==> src/hw/fpc_pkg.sv <==
// shared constants, field layouts and carriers of the float format converter
package fpc_pkg;

    // ------------------------------------------------------------------
    // word layout
    // ------------------------------------------------------------------
    localparam int unsigned WORD_W = 32; // only single precision is handled
    localparam int unsigned EXP_W = 8; // exponent width of both formats
    localparam int unsigned FRAC_W = 23; // stored fraction width

    // ieee word: sign 31, biased exponent 30..23, fraction 22..0
    typedef struct packed {
        logic sign;
        logic [EXP_W-1:0] exp;
        logic [FRAC_W-1:0] frac;
    } ieee_word_t;

    // native word: exponent 31..24, sign 23, fraction 22..0
    typedef struct packed {
        logic [EXP_W-1:0] exp;
        logic sign;
        logic [FRAC_W-1:0] frac;
    } native_word_t;

    // ------------------------------------------------------------------
    // exponent codes
    // ------------------------------------------------------------------
    localparam logic [EXP_W-1:0] IEEE_EXP_SPECIAL = 8'hff; // nan or infinity
    localparam logic [EXP_W-1:0] IEEE_EXP_DENORM = 8'h00; // denormal or zero
    localparam logic [EXP_W-1:0] IEEE_BIAS = 8'h7f; // bias of 127
    localparam logic [EXP_W-1:0] NAT_EXP_ZERO = 8'h80; // -128 marks zero
    localparam logic [EXP_W-1:0] NAT_EXP_MAX = 8'h7f; // saturation exponent
    localparam logic [EXP_W-1:0] NAT_EXP_DENORM = 8'h81; // -127
    localparam logic [EXP_W-1:0] I2N_EXP_ADJ = 8'h81; // e - 127 mod 256
    localparam logic [EXP_W-1:0] POW2_EXP_ADJ = 8'h80; // e + 128 mod 256
    localparam logic [FRAC_W-1:0] FRAC_ONES = 23'h7f_ffff; // largest fraction

    // ------------------------------------------------------------------
    // timing
    // ------------------------------------------------------------------
    localparam int unsigned CLOCK_PERIOD_NS = 10; // 100 mhz
    localparam int unsigned NAN_PULSE_TENTHS = 15; // 1.5 clock cycles
    localparam logic [1:0] NAN_PULSE_CYCLES =
        2'((NAN_PULSE_TENTHS + 9) / 10); // least time, rounded up
    localparam int unsigned TEST_IR_W = 4; // test instruction width

    // ------------------------------------------------------------------
    // apb register map
    // ------------------------------------------------------------------
    localparam int unsigned APB_ADDR_W = 12;
    localparam logic [APB_ADDR_W-1:0] CTRL_OFFSET = 12'h000;
    localparam logic [APB_ADDR_W-1:0] STATUS_OFFSET = 12'h004;
    localparam logic [WORD_W-1:0] CTRL_RESET = 32'h0000_0001;
    localparam int unsigned CTRL_ENABLE_BIT = 0; // gate on bus driving
    localparam int unsigned STATUS_NAN_BIT = 0; // sticky, write one clears
    localparam int unsigned STATUS_PIPE_BIT = 1; // pipelined mode seen
    localparam int unsigned STATUS_DIR_BIT = 2; // direction seen
    localparam int unsigned STATUS_WAIT_BIT = 3; // access-extend level

    // apb request from the master
    typedef struct packed {
        logic psel;
        logic penable;
        logic pwrite;
        logic [APB_ADDR_W-1:0] paddr;
        logic [WORD_W-1:0] pwdata;
    } apb_req_t;

    // apb answer to the master
    typedef struct packed {
        logic pready;
        logic [WORD_W-1:0] prdata;
        logic pslverr;
    } apb_rsp_t;

endpackage : fpc_pkg

==> src/hw/ieee_float_format_converter.sv <==
// bidirectional ieee single / native float converter with apb control
//
// Implementation choices: the APB slave port and the placing of the registers.
`timescale 1ns/100ps

module ieee_float_format_converter (
    input wire logic i_clock,
    input wire logic i_rst,
    input wire logic i_dir,
    input wire logic i_bus_enable_n,
    input wire logic i_pipe,
    input wire logic [31:0] i_host_side_bus,
    output logic [31:0] o_host_side_bus,
    output logic o_host_side_bus_oe,
    input wire logic [31:0] i_memory_side_bus,
    output logic [31:0] o_memory_side_bus,
    output logic o_memory_side_bus_oe,
    output logic o_wait,
    output logic o_invalid_value_irq_n,
    input wire logic [fpc_pkg::TEST_IR_W-1:0] i_test_ir,
    input wire logic i_test_ir_pause,
    output logic o_test_ir_parity_out,
    input wire fpc_pkg::apb_req_t i_apb,
    output fpc_pkg::apb_rsp_t o_apb
);

    // ------------------------------------------------------------------
    // conversion functions
    // ------------------------------------------------------------------

    // ieee to native; specials saturate, tiny denormals collapse to zero
    function automatic fpc_pkg::native_word_t ieee_to_native(
        input fpc_pkg::ieee_word_t w
    );
        fpc_pkg::native_word_t n;
        logic [fpc_pkg::FRAC_W-1:0] g;
        n.exp = fpc_pkg::NAT_EXP_ZERO;
        n.sign = 1'b0;
        n.frac = '0;
        // denormal fraction shifted up once, hidden one taken by exponent
        g = {w.frac[fpc_pkg::FRAC_W-2:0], 1'b0};
        if (w.exp == fpc_pkg::IEEE_EXP_SPECIAL) begin
            // nan and infinity map to the extreme of their sign
            n.exp = fpc_pkg::NAT_EXP_MAX;
            n.sign = w.sign;
            n.frac = w.sign ? '0 : fpc_pkg::FRAC_ONES;
        end else if (w.exp != fpc_pkg::IEEE_EXP_DENORM) begin
            if (!w.sign) begin
                // positive normal: unbias exponent, keep fraction
                n.exp = w.exp + fpc_pkg::I2N_EXP_ADJ;
                n.frac = w.frac;
            end else if (|w.frac) begin
                // negative normal: mantissa -2 + 0.f' with f' = -f
                n.exp = w.exp + fpc_pkg::I2N_EXP_ADJ;
                n.sign = 1'b1;
                n.frac = ~w.frac + 23'h00_0001;
            end else begin
                // negative power of two: -2 at one exponent lower
                n.exp = w.exp ^ fpc_pkg::POW2_EXP_ADJ;
                n.sign = 1'b1;
            end
        end else if (w.frac[fpc_pkg::FRAC_W-1]) begin
            // denormal of magnitude at least 2^-127
            if (!w.sign) begin
                n.exp = fpc_pkg::NAT_EXP_DENORM;
                n.frac = g;
            end else if (|g) begin
                n.exp = fpc_pkg::NAT_EXP_DENORM;
                n.sign = 1'b1;
                n.frac = ~g + 23'h00_0001;
            end
        end
        // remaining denormals are below reach and become zero
        return n;
    endfunction : ieee_to_native

    // native to ieee; exponent -127 lands in the ieee denormal range
    function automatic fpc_pkg::ieee_word_t native_to_ieee(
        input fpc_pkg::native_word_t n
    );
        fpc_pkg::ieee_word_t w;
        logic [fpc_pkg::FRAC_W-1:0] mag;
        logic [fpc_pkg::EXP_W-1:0] e;
        w = '0;
        mag = n.sign ? (~n.frac + 23'h00_0001) : n.frac;
        e = n.exp + fpc_pkg::IEEE_BIAS;
        if (n.exp == fpc_pkg::NAT_EXP_ZERO) begin
            // zero regardless of sign and fraction
            w = '0;
        end else if (n.sign && n.frac == '0) begin
            // mantissa exactly -2: -1 at the next exponent, may overflow
            w.sign = 1'b1;
            w.exp = n.exp + fpc_pkg::POW2_EXP_ADJ;
        end else begin
            w.sign = n.sign;
            w.exp = e;
            // exponent -127 gives a denormal, lowest bit dropped
            w.frac = (e == fpc_pkg::IEEE_EXP_DENORM) ?
                {1'b1, mag[fpc_pkg::FRAC_W-1:1]} : mag;
        end
        return w;
    endfunction : native_to_ieee

    // ------------------------------------------------------------------
    // pin synchronisers
    // ------------------------------------------------------------------
    logic [2:0] ctl_meta_reg; // first stage: dir, enable_n, pipe
    logic [2:0] ctl_reg; // second stage
    logic [31:0] host_meta_reg; // first stage of host bus
    logic [31:0] host_in_reg; // second stage of host bus
    logic [31:0] mem_meta_reg; // first stage of memory bus
    logic [31:0] mem_in_reg; // second stage of memory bus
    logic [fpc_pkg::TEST_IR_W:0] test_meta_reg; // pause and ir, first
    logic [fpc_pkg::TEST_IR_W:0] test_reg; // pause and ir, second

    // two flip-flops on every pin but reset and the apb port before any logic looks at it
    always_ff @(posedge i_clock) begin
        if (i_rst) begin
            ctl_meta_reg <= 3'h2;
            ctl_reg <= 3'h2;
            host_meta_reg <= '0;
            host_in_reg <= '0;
            mem_meta_reg <= '0;
            mem_in_reg <= '0;
            test_meta_reg <= '0;
            test_reg <= '0;
        end else begin
            ctl_meta_reg <= {i_pipe, i_bus_enable_n, i_dir};
            ctl_reg <= ctl_meta_reg;
            host_meta_reg <= i_host_side_bus;
            host_in_reg <= host_meta_reg;
            mem_meta_reg <= i_memory_side_bus;
            mem_in_reg <= mem_meta_reg;
            test_meta_reg <= {i_test_ir_pause, i_test_ir};
            test_reg <= test_meta_reg;
        end
    end

    // ------------------------------------------------------------------
    // decode
    // ------------------------------------------------------------------
    logic [31:0] ctrl_reg; // software control word
    logic [31:0] ctrl_next;
    logic nan_sticky_reg; // nan seen, cleared by software
    logic nan_sticky_next;
    wire dir_s = ctl_reg[0]; // high: memory to host
    wire pipe_s = ctl_reg[2]; // high: pipelined mode
    // bus drive allowed by pin and by software
    wire enable = !ctl_reg[1] && ctrl_reg[fpc_pkg::CTRL_ENABLE_BIT];
    logic enable_prev_reg; // enable one cycle ago
    wire access_start = enable && !enable_prev_reg; // one per access
    wire fpc_pkg::ieee_word_t mem_word = mem_in_reg;
    wire fpc_pkg::native_word_t host_word = host_in_reg;
    wire fpc_pkg::native_word_t conv_i2n = ieee_to_native(mem_word);
    wire fpc_pkg::ieee_word_t conv_n2i = native_to_ieee(host_word);
    // result of the direction now selected
    wire [31:0] conv_sel = dir_s ? conv_i2n : conv_n2i;
    // nan: all-ones exponent and nonzero fraction on the ieee side
    wire is_nan = mem_word.exp == fpc_pkg::IEEE_EXP_SPECIAL
        && |mem_word.frac;
    wire nan_event = access_start && dir_s && is_nan;

    // ------------------------------------------------------------------
    // datapath and bus drive
    // ------------------------------------------------------------------
    logic [31:0] stage_reg; // pipeline stage, converted earlier input
    logic [31:0] out_word_reg; // word driven onto the selected bus
    logic [31:0] out_word_next;
    logic host_oe_reg; // driving host bus
    logic mem_oe_reg; // driving memory bus
    logic wait_reg; // access-extend output

    // pipelined: release the stage on each access; else follow input
    assign out_word_next = pipe_s ?
        (access_start ? stage_reg : out_word_reg) :
        (enable ? conv_sel : out_word_reg);

    // conversion and output register, all on the one clock
    always_ff @(posedge i_clock) begin
        if (i_rst) begin
            stage_reg <= '0;
            out_word_reg <= '0;
            enable_prev_reg <= 1'b0;
        end else begin
            enable_prev_reg <= enable;
            out_word_reg <= out_word_next;
            if (access_start) begin
                stage_reg <= conv_sel;
            end
        end
    end

    // bus enables follow direction, released with the enable
    always_ff @(posedge i_clock) begin
        if (i_rst) begin
            host_oe_reg <= 1'b0;
            mem_oe_reg <= 1'b0;
        end else begin
            host_oe_reg <= enable && dir_s;
            mem_oe_reg <= enable && !dir_s;
        end
    end

    // one wait state at the start of each non-pipelined access
    always_ff @(posedge i_clock) begin
        if (i_rst) begin
            wait_reg <= 1'b0;
        end else begin
            wait_reg <= access_start && !pipe_s;
        end
    end

    // ------------------------------------------------------------------
    // nan interrupt pulse
    // ------------------------------------------------------------------
    logic [1:0] nan_cnt_reg; // cycles of low left
    logic [1:0] nan_cnt_next;
    logic irq_n_reg; // interrupt output, active low

    assign nan_cnt_next = nan_event ? fpc_pkg::NAN_PULSE_CYCLES :
        (nan_cnt_reg != 2'h0) ? nan_cnt_reg - 2'h1 : 2'h0;

    // low for whole cycles covering the one and a half cycle pulse
    always_ff @(posedge i_clock) begin
        if (i_rst) begin
            nan_cnt_reg <= 2'h0;
            irq_n_reg <= 1'b1;
        end else begin
            nan_cnt_reg <= nan_cnt_next;
            irq_n_reg <= nan_cnt_next == 2'h0;
        end
    end

    // ------------------------------------------------------------------
    // test instruction parity
    // ------------------------------------------------------------------
    logic parity_reg; // parity output, low when not paused

    // even parity bit: xor of the instruction while paused
    always_ff @(posedge i_clock) begin
        if (i_rst) begin
            parity_reg <= 1'b0;
        end else begin
            parity_reg <= test_reg[fpc_pkg::TEST_IR_W] &&
                (^test_reg[fpc_pkg::TEST_IR_W-1:0]);
        end
    end

    // ------------------------------------------------------------------
    // apb slave
    // ------------------------------------------------------------------
    fpc_pkg::apb_rsp_t apb_rsp_reg; // registered answer
    wire apb_setup = i_apb.psel && !i_apb.penable;
    wire apb_commit = i_apb.psel && i_apb.penable && apb_rsp_reg.pready;
    wire hit_ctrl = i_apb.paddr == fpc_pkg::CTRL_OFFSET;
    wire hit_status = i_apb.paddr == fpc_pkg::STATUS_OFFSET;
    wire [31:0] status_word = {28'h000_0000, wait_reg, dir_s, pipe_s,
        nan_sticky_reg};
    wire [31:0] read_word = hit_ctrl ? ctrl_reg :
        hit_status ? status_word : 32'h0000_0000;
    wire nan_clear = apb_commit && i_apb.pwrite && hit_status &&
        i_apb.pwdata[fpc_pkg::STATUS_NAN_BIT];

    assign ctrl_next = (apb_commit && i_apb.pwrite && hit_ctrl) ?
        (i_apb.pwdata & fpc_pkg::CTRL_RESET) : ctrl_reg;
    // a nan in the clearing cycle keeps the flag set
    assign nan_sticky_next = nan_event || (nan_sticky_reg && !nan_clear);

    // answer in the first access cycle; unmapped gives an error
    always_ff @(posedge i_clock) begin
        if (i_rst) begin
            apb_rsp_reg <= '0;
            ctrl_reg <= fpc_pkg::CTRL_RESET;
            nan_sticky_reg <= 1'b0;
        end else begin
            apb_rsp_reg.pready <= apb_setup;
            if (apb_setup) begin
                apb_rsp_reg.prdata <= i_apb.pwrite ? '0 : read_word;
                apb_rsp_reg.pslverr <= !(hit_ctrl || hit_status);
            end
            ctrl_reg <= ctrl_next;
            nan_sticky_reg <= nan_sticky_next;
        end
    end

    // ------------------------------------------------------------------
    // outputs
    // ------------------------------------------------------------------
    assign o_host_side_bus = out_word_reg;
    assign o_memory_side_bus = out_word_reg;
    assign o_host_side_bus_oe = host_oe_reg;
    assign o_memory_side_bus_oe = mem_oe_reg;
    assign o_wait = wait_reg;
    assign o_invalid_value_irq_n = irq_n_reg;
    assign o_test_ir_parity_out = parity_reg;
    assign o_apb = apb_rsp_reg;
endmodule : ieee_float_format_converter

==> config.mk <==
export PLATFORM = sky130hd
export DESIGN_NAME = ieee_float_format_converter
export DESIGN_NICKNAME = d
export VERILOG_FILES = /design/src/hw/fpc_pkg.sv /design/src/hw/ieee_float_format_converter.sv
export SDC_FILE = /design/constraint.sdc
export NUM_CORES = 1
export LEC_CHECK = 0
export ABC_AREA = 1
export BUFFER_PORTS_ARGS = -buffer_cell sky130_fd_sc_hd__buf_2
export CELL_PAD_IN_SITES_DETAIL_PLACEMENT = 1
export CELL_PAD_IN_SITES_GLOBAL_PLACEMENT = 2
export CORE_AREA = 2 2 208 210
export CTS_BUF_LIST = sky130_fd_sc_hd__clkbuf_16
export CTS_CLUSTER_SIZE = 12
export DETAILED_ROUTE_END_ITERATION = 10
export DIE_AREA = 0 0 210 212
export PLACE_DENSITY = 0.85
export SYNTH_ARGS = -nofsm -noshare
export SYNTH_HDL_FRONTEND = slang
export SYNTH_SLANG_ARGS = --single-unit
==> constraint.sdc <==
create_clock -name i_clock -period 2.25 [get_ports i_clock]
set_clock_uncertainty 0.2 [all_clocks]
set_input_delay 0.45 -clock i_clock [delete_from_list [all_inputs] [get_ports i_clock]]
set_output_delay 0.45 -clock i_clock [all_outputs]
set_load 0.1 [all_outputs]
### After elaboration in Yosys (flattened, before gate mapping)

Cells that the tools add are included.

* bits in registers: 252
* bits in latches: 0
* bits in writable memories: 0
* memory bits (read-only): 0
* input bits: 121
* output and inout port bits: 103
* word-level logic and storage cells: 102
* memories: 0

* $add $sub $neg: 7
* $mul: 0
* div/mod/pow operators: 0
* magnitude comparators: 0
* eq/ne operators: 4
* shift operators: 0
* multiplexer cells: 27
* bitwise logic cells: 4
* reduce and logical (&&, ||, !) cells: 38

Operator list (number)
* $mux 32: 8
* $mux 23: 7
* $add 23x1->23 const B: 3
* $not 23->23: 3
* $mux 25: 1
* $logic_not 23->1: 1
* $reduce_or 23->1: 1
* $reduce_or 22->1: 1
* $logic_and 1x1->1: 18
* $mux 9: 2
* $add 8x8->8 const B: 2
* $eq 8x8->1 const B: 2
* $mux 8: 2
* $eq 12x3->1 const B: 1
* $logic_not 12->1: 1
* $mux 4: 3
* $add 8x7->8 const B: 1
* $logic_not 8->1: 1
* $reduce_bool 8->1: 1
* $logic_not 1->1: 7
* $mux 2: 2
* $reduce_bool 2->1: 2
* $reduce_xor 4->1: 1
* $logic_not 2->1: 1
* 6 further kinds: 8

### Logic depth before layout (Yosys ltp)

* depth after elaboration: 10
* mapped depth: 17
* gate-level depth less buffers: 17

### Worst setup path before layout

Ideal clock, no wire load.

* kind: register -> register
* start: reg host_in_reg[24]
* end: reg stage_reg[11]
* library setup time: 0.116 ns
* data arrival time: 1.807 ns
* required time: 1.934 ns
* slack: 0.127 ns
* cell stages (with the launch flop): 14
* buffers on the path: 1
* period minus slack after synthesis: 2.123 ns
* cells stage by stage: dfxtp_1 > inv_1 > ha_1 > xnor2_1 > nand3_1 > nor2_1 > nand3_2 > buf_6 > a21oi_2 > nor2_1 > nor2_1 > nand3_1 > o211ai_1 > inv_1

* cells in the longest elaborated chain, start to end: 6
* elaborated cells between the ends (all ways): 7
* those cells by class: add/sub: 1; eq/ne: 1; mux: 4; reduce/logical: 1

Ends and longest elaborated chain
* from (decl): line ieee_float_format_converter.sv:110 `logic [31:0] host_in_reg;`
* from (signal assigned): line ieee_float_format_converter.sv:131 `host_in_reg <= host_meta_reg;`
* $add 8x7->8: line ieee_float_format_converter.sv:86 `e = n.exp + fpc_pkg::IEEE_BIAS;`
* $logic_not 8->1: line ieee_float_format_converter.sv:98 `w.frac = (e == fpc_pkg::IEEE_EXP_DENORM) ?`
* $mux 23: line ieee_float_format_converter.sv:98
* $mux 23: line ieee_float_format_converter.sv:90 `end else if (n.sign && n.frac == '0) begin`
* $mux 32 (*): line ieee_float_format_converter.sv:87 `if (n.exp == fpc_pkg::NAT_EXP_ZERO) begin`
* $mux 32 (*): line ieee_float_format_converter.sv:157 `wire [31:0] conv_sel = dir_s ? conv_i2n : conv_n2i;`
* to (signal assigned): line ieee_float_format_converter.sv:188 `stage_reg <= conv_sel;`
* to (decl): line ieee_float_format_converter.sv:166 `logic [31:0] stage_reg;`

Every way passes the cells marked *; elsewhere a longest branch is shown, timed or not.
A chain may end at the register's enable or synchronous reset.

### Worst setup path in the final report

* start: reg host_in_reg[25]
* end: reg out_word_reg[6], in the netlist o_host_side_bus[6]

* cells in the longest elaborated chain, start to end: 8
* elaborated cells between the ends (all ways): 9
* those cells by class: add/sub: 1; eq/ne: 1; mux: 6; reduce/logical: 1

Ends and longest elaborated chain
* $add 8x7->8: line ieee_float_format_converter.sv:86
* $logic_not 8->1: line ieee_float_format_converter.sv:98
* $mux 23: line ieee_float_format_converter.sv:98
* $mux 23: line ieee_float_format_converter.sv:90
* $mux 32 (*): line ieee_float_format_converter.sv:87
* $mux 32 (*): line ieee_float_format_converter.sv:157
* $mux 32 (*): line ieee_float_format_converter.sv:176 `(enable ? conv_sel : out_word_reg);`
* $mux 32 (*): line ieee_float_format_converter.sv:174 `assign out_word_next = pipe_s ?`
* to (signal assigned): line ieee_float_format_converter.sv:186 `out_word_reg <= out_word_next;`
* to (decl): line ieee_float_format_converter.sv:167 `logic [31:0] out_word_reg;`

Every way passes the cells marked *; elsewhere a longest branch is shown, timed or not. The select of a mux whose other input is x is not followed.

==> flow_summary.toml <==
[route]
finalWirelength_mm = 39.93
drtAntennaViolNets = 0
firstDrtPassIters = 5
drc = 0
wl_per_cell_um = 15.66
drt-vias-per-instance = 4.533
drt_iter0_drc = 593
routed-via-count = 11560

[critical_path]
worst_r2r_path_depth = 15
r2r_path_start = "host_in_reg[25]"
cp_cell_sequence = "inv_2 -> ha_4 -> buf_6 -> xnor2_4 -> nand2_1 -> nor2_1 -> nand3_1 -> nor2_4 -> buf_12 -> clkbuf_16 -> nand2_2 -> nand3_2 -> nand4_1 -> nand2_1 -> a21oi_2"
worstSetupStartpointType = "flop"
critPathBufInv = 4
timing.rr.end = "o_host_side_bus[6]"
path_delay_family = "simple AND/OR/NAND/NOR gates"
critical-path-max-stage-delay_ps = 330
reg2reg_setup_slack_ps = -170
critPathSlowestCell = "dfxtp_2"
cp.arrival_ps = 2640
setup.worst_path.class = "reg2reg"
critPathMaxFanout = 5
crit_required_ps = 2470
critical-path-top-cell-by-count = "nand2_1"
cp-end-kind = "flop"

[power_and_ir_drop]
seq_power_share_pct = 40.0
power_frac_comb_pct = 23.1
switching_power_mw = 3.528
clkPwrFrac_pct = 36.9
sw_frac_of_total_pct = 33.06
power_leakage_nw = 7.966
powerDensity_nw_per_um2 = 663.6
power_report.internal_total_mw = 7.145
irDropWorstVdd_mv = 0.4684
p_total_mw = 10.67

[global_route]
grt_usage_pct = 17.16
number_of_antenna_violations_at_the_first_check_in_global_routing = 0
overflow_left_after_global_routing = 0
via_count_of_the_first_global_routing_pass = 11587
grt_pass1_wl_mm = 61.31
grt_max_degree = 92

[layout]
finish.cell_count_without_fillers = 2550
antenna_cells_inserted = 0
drive_above_1_share_pct = 30.94
syn2layout_area_growth_pct = 43.07
nets = 2115
filler_cell_count = 5269

[placement]
dp_hpwl_mm = 28.16
gp_congestion = 0.8636
port-buffer-count = 164
place_inst = 2394

[worst_hold_path]
min_path_cells = 3
holdCritStartpoint = "i_apb[45]"
hold_path_end = "o_apb[0]"
timing.hold.worst.class = "in2reg"

[synthesis]
synthTopCellsByArea = "dfxtp_1, nand2_1, inv_1"
netlist_top_cells_count = "nand2_1, inv_1, nor2_1, dfxtp_1, nand3_1"
yosys.area.top_type = "dfxtp_1"
synth_top_cell_area_share_pct = 39.89
synthesis.instances = 1647
synth_seq_area_share_pct = 39.89
ys.flop_type = "dfxtp_1"
ys_ff_latch = 224
yosys_warnings = 0
synth_area_um2 = 11240
synth_async_sr_flop_share_pct = 0
avgSynthCellArea_um2 = 6.825
netlist-cell-type-count = 50
synth-edff-count = 0
synth_most_common_cell = "nand2_1"

[cts]
htree_num_levels = 1
cts.sinks = 224
tritoncts.num_buffers = 26
clock-root-buffer = "clkbuf_16"
tritoncts = "done"
cts-root-to-sink-buffers = 3
clkSlewWorstSetupHoldPaths_ps = 60
worstSkewPairLatency_ps = 560

[run_status]
failing_checks = "negative setup slack"
run_status = "finished, violations left"

[floorplanning]
ios = 224
placeableCoreArea_um2 = 42510
die_width_um = 210
placement_rows = 76
initial_core_util_pct = 26.45
floorplan.die.height_um = 212
floorplan.die_area_um2 = 44520

[timing]
grt_setup_unrepaired = "true"
timing.fmax_mhz = 413.1
final-setup-viol-count = 34
min_period_over_period_pct = 107.6
report.final.hold_viol_count = 0
maxSlewViolCount = 0
min_period_ps = 2421
worstMarginPinSlew_ps = 552.1
timing.max_slew.rel_slack_pct = 63.06
worst_slack_ps = -171.0
hold-worst-slack_ps = 37.31

[run]
cap_viol_max_count = 0
==> layout by cell type (no fill, tap or decap), types with 23 or more instances in the layout <==
cell / n
nand2_1: 282
inv_1: 253
nor2_1: 238
dfxtp_1: 214
buf_2: 163
buf_4: 133
nand3_1: 86
dlygate4sd3_1: 75
nand2_2: 47
o21ai_0: 46
nand3_2: 43
nand4_1: 39
a21oi_1: 29
conb_1: 28
o211ai_1: 27
clkbuf_16: 27
nor2_2: 23
==> how the worst max path moves through the flow <==
stage                     from             endpoint  slack, ps  cells past startpoint
2_1_floorplan  host_in_reg[24]        stage_reg[11]        130                     13
3_3_place_gp    host_in_reg[0]  o_host_side_bus[17]       -630                     16
3_5_place_dp    host_in_reg[0]  o_host_side_bus[17]       -620                     16
4_1_cts        host_in_reg[25]  o_host_side_bus[15]       -100                     16
5_1_grt        host_in_reg[25]   o_host_side_bus[1]       -320                     15
6_report       host_in_reg[25]   o_host_side_bus[6]       -170                     15
==> stage by stage <==
| stage | util (%) | area [um^2] | setup TNS [ps] | setup WS (ps) |
|---|---|---|---|---|
| detailed placement | 31.09 | 13220 | -27150 | -623.9 |
| global placement | 31.09 | 13220 | -24780 | -634.1 |
| finish | 37.83 | 16080 | -2118 | -171.0 |
| global route | 37.83 | 16080 | -10650 | -320.4 |
| floorplan | - | 11340 | 0 | 127.0 |
| CTS | 36.12 | 15350 | -726.6 | -103.5 |
==> kinds of logic after synthesis <==
group | synth area share, %
AOI/OAI and AO/OA | 8.760
buffers and inverters | 15.95
and+or+nand+nor | 32.99
DFF | 39.89
adders and majority gates | 0.6678
xor gates and xnor gates | 1.703
other | 0.03336
==> area by class of cell <==
cell class                 count  area (um^2)  share of cell area [%]
tap                          546        683.2                   4.248
timing repair buffer         410         3168                   19.70
sequential                   224         4497                   27.96
inverter                     272         1023                   6.364
clock inverter                18        128.9                  0.8014
clock buffer                  26        650.6                   4.046
multi-input combinational   1054         5931                   36.88
==> worst register-to-register path: cells and delay by family (launching register included) <==
family | cells | cell delay (ps)
AND/OR/NAND/NOR | 8 | 900
buffers and inverters | 4 | 460
flip-flops | 1 | 330
XOR/XNOR | 1 | 190
adder cells (fa/ha/maj) | 1 | 150
AO/OA/AOI/OAI | 1 | 60
==> metal layers <==
metal  part of all wire [%]  up-vias  GRT usage (%)
met1                     44     5520          21.69
li1                       -     5714              -
met5                      0        -              0
met4                    3.3        0          6.138
met3                    3.9       71          2.053
met2                     49      255          30.14
==> repair_timing <==
| item | in CTS | in global routing |
|---|---|---|
| endpoints found under the hold margin | 74 | 0 |
| gates resized for setup | 109 | 148 |
| setup endpoints to repair | 65 | 66 |
| gates cloned | 4 | 3 |
| pin swaps | 45 | 73 |
| setup buffers | 19 | 16 |
| hold buffers | 75 | 0 |
==> power groups by stage <==
stage	Clock, mW	Combinational [mW]	Sequential (mW)
after detailed placement	0	2.12	4.35
after CTS	4.08	2.32	4.27
after global routing	4.23	2.66	4.29
after floorplan	0	1.35	4.56
after global placement	0	2.09	4.35
final	3.94	2.47	4.27
Note: power is estimated with default switching activity, not from simulation.
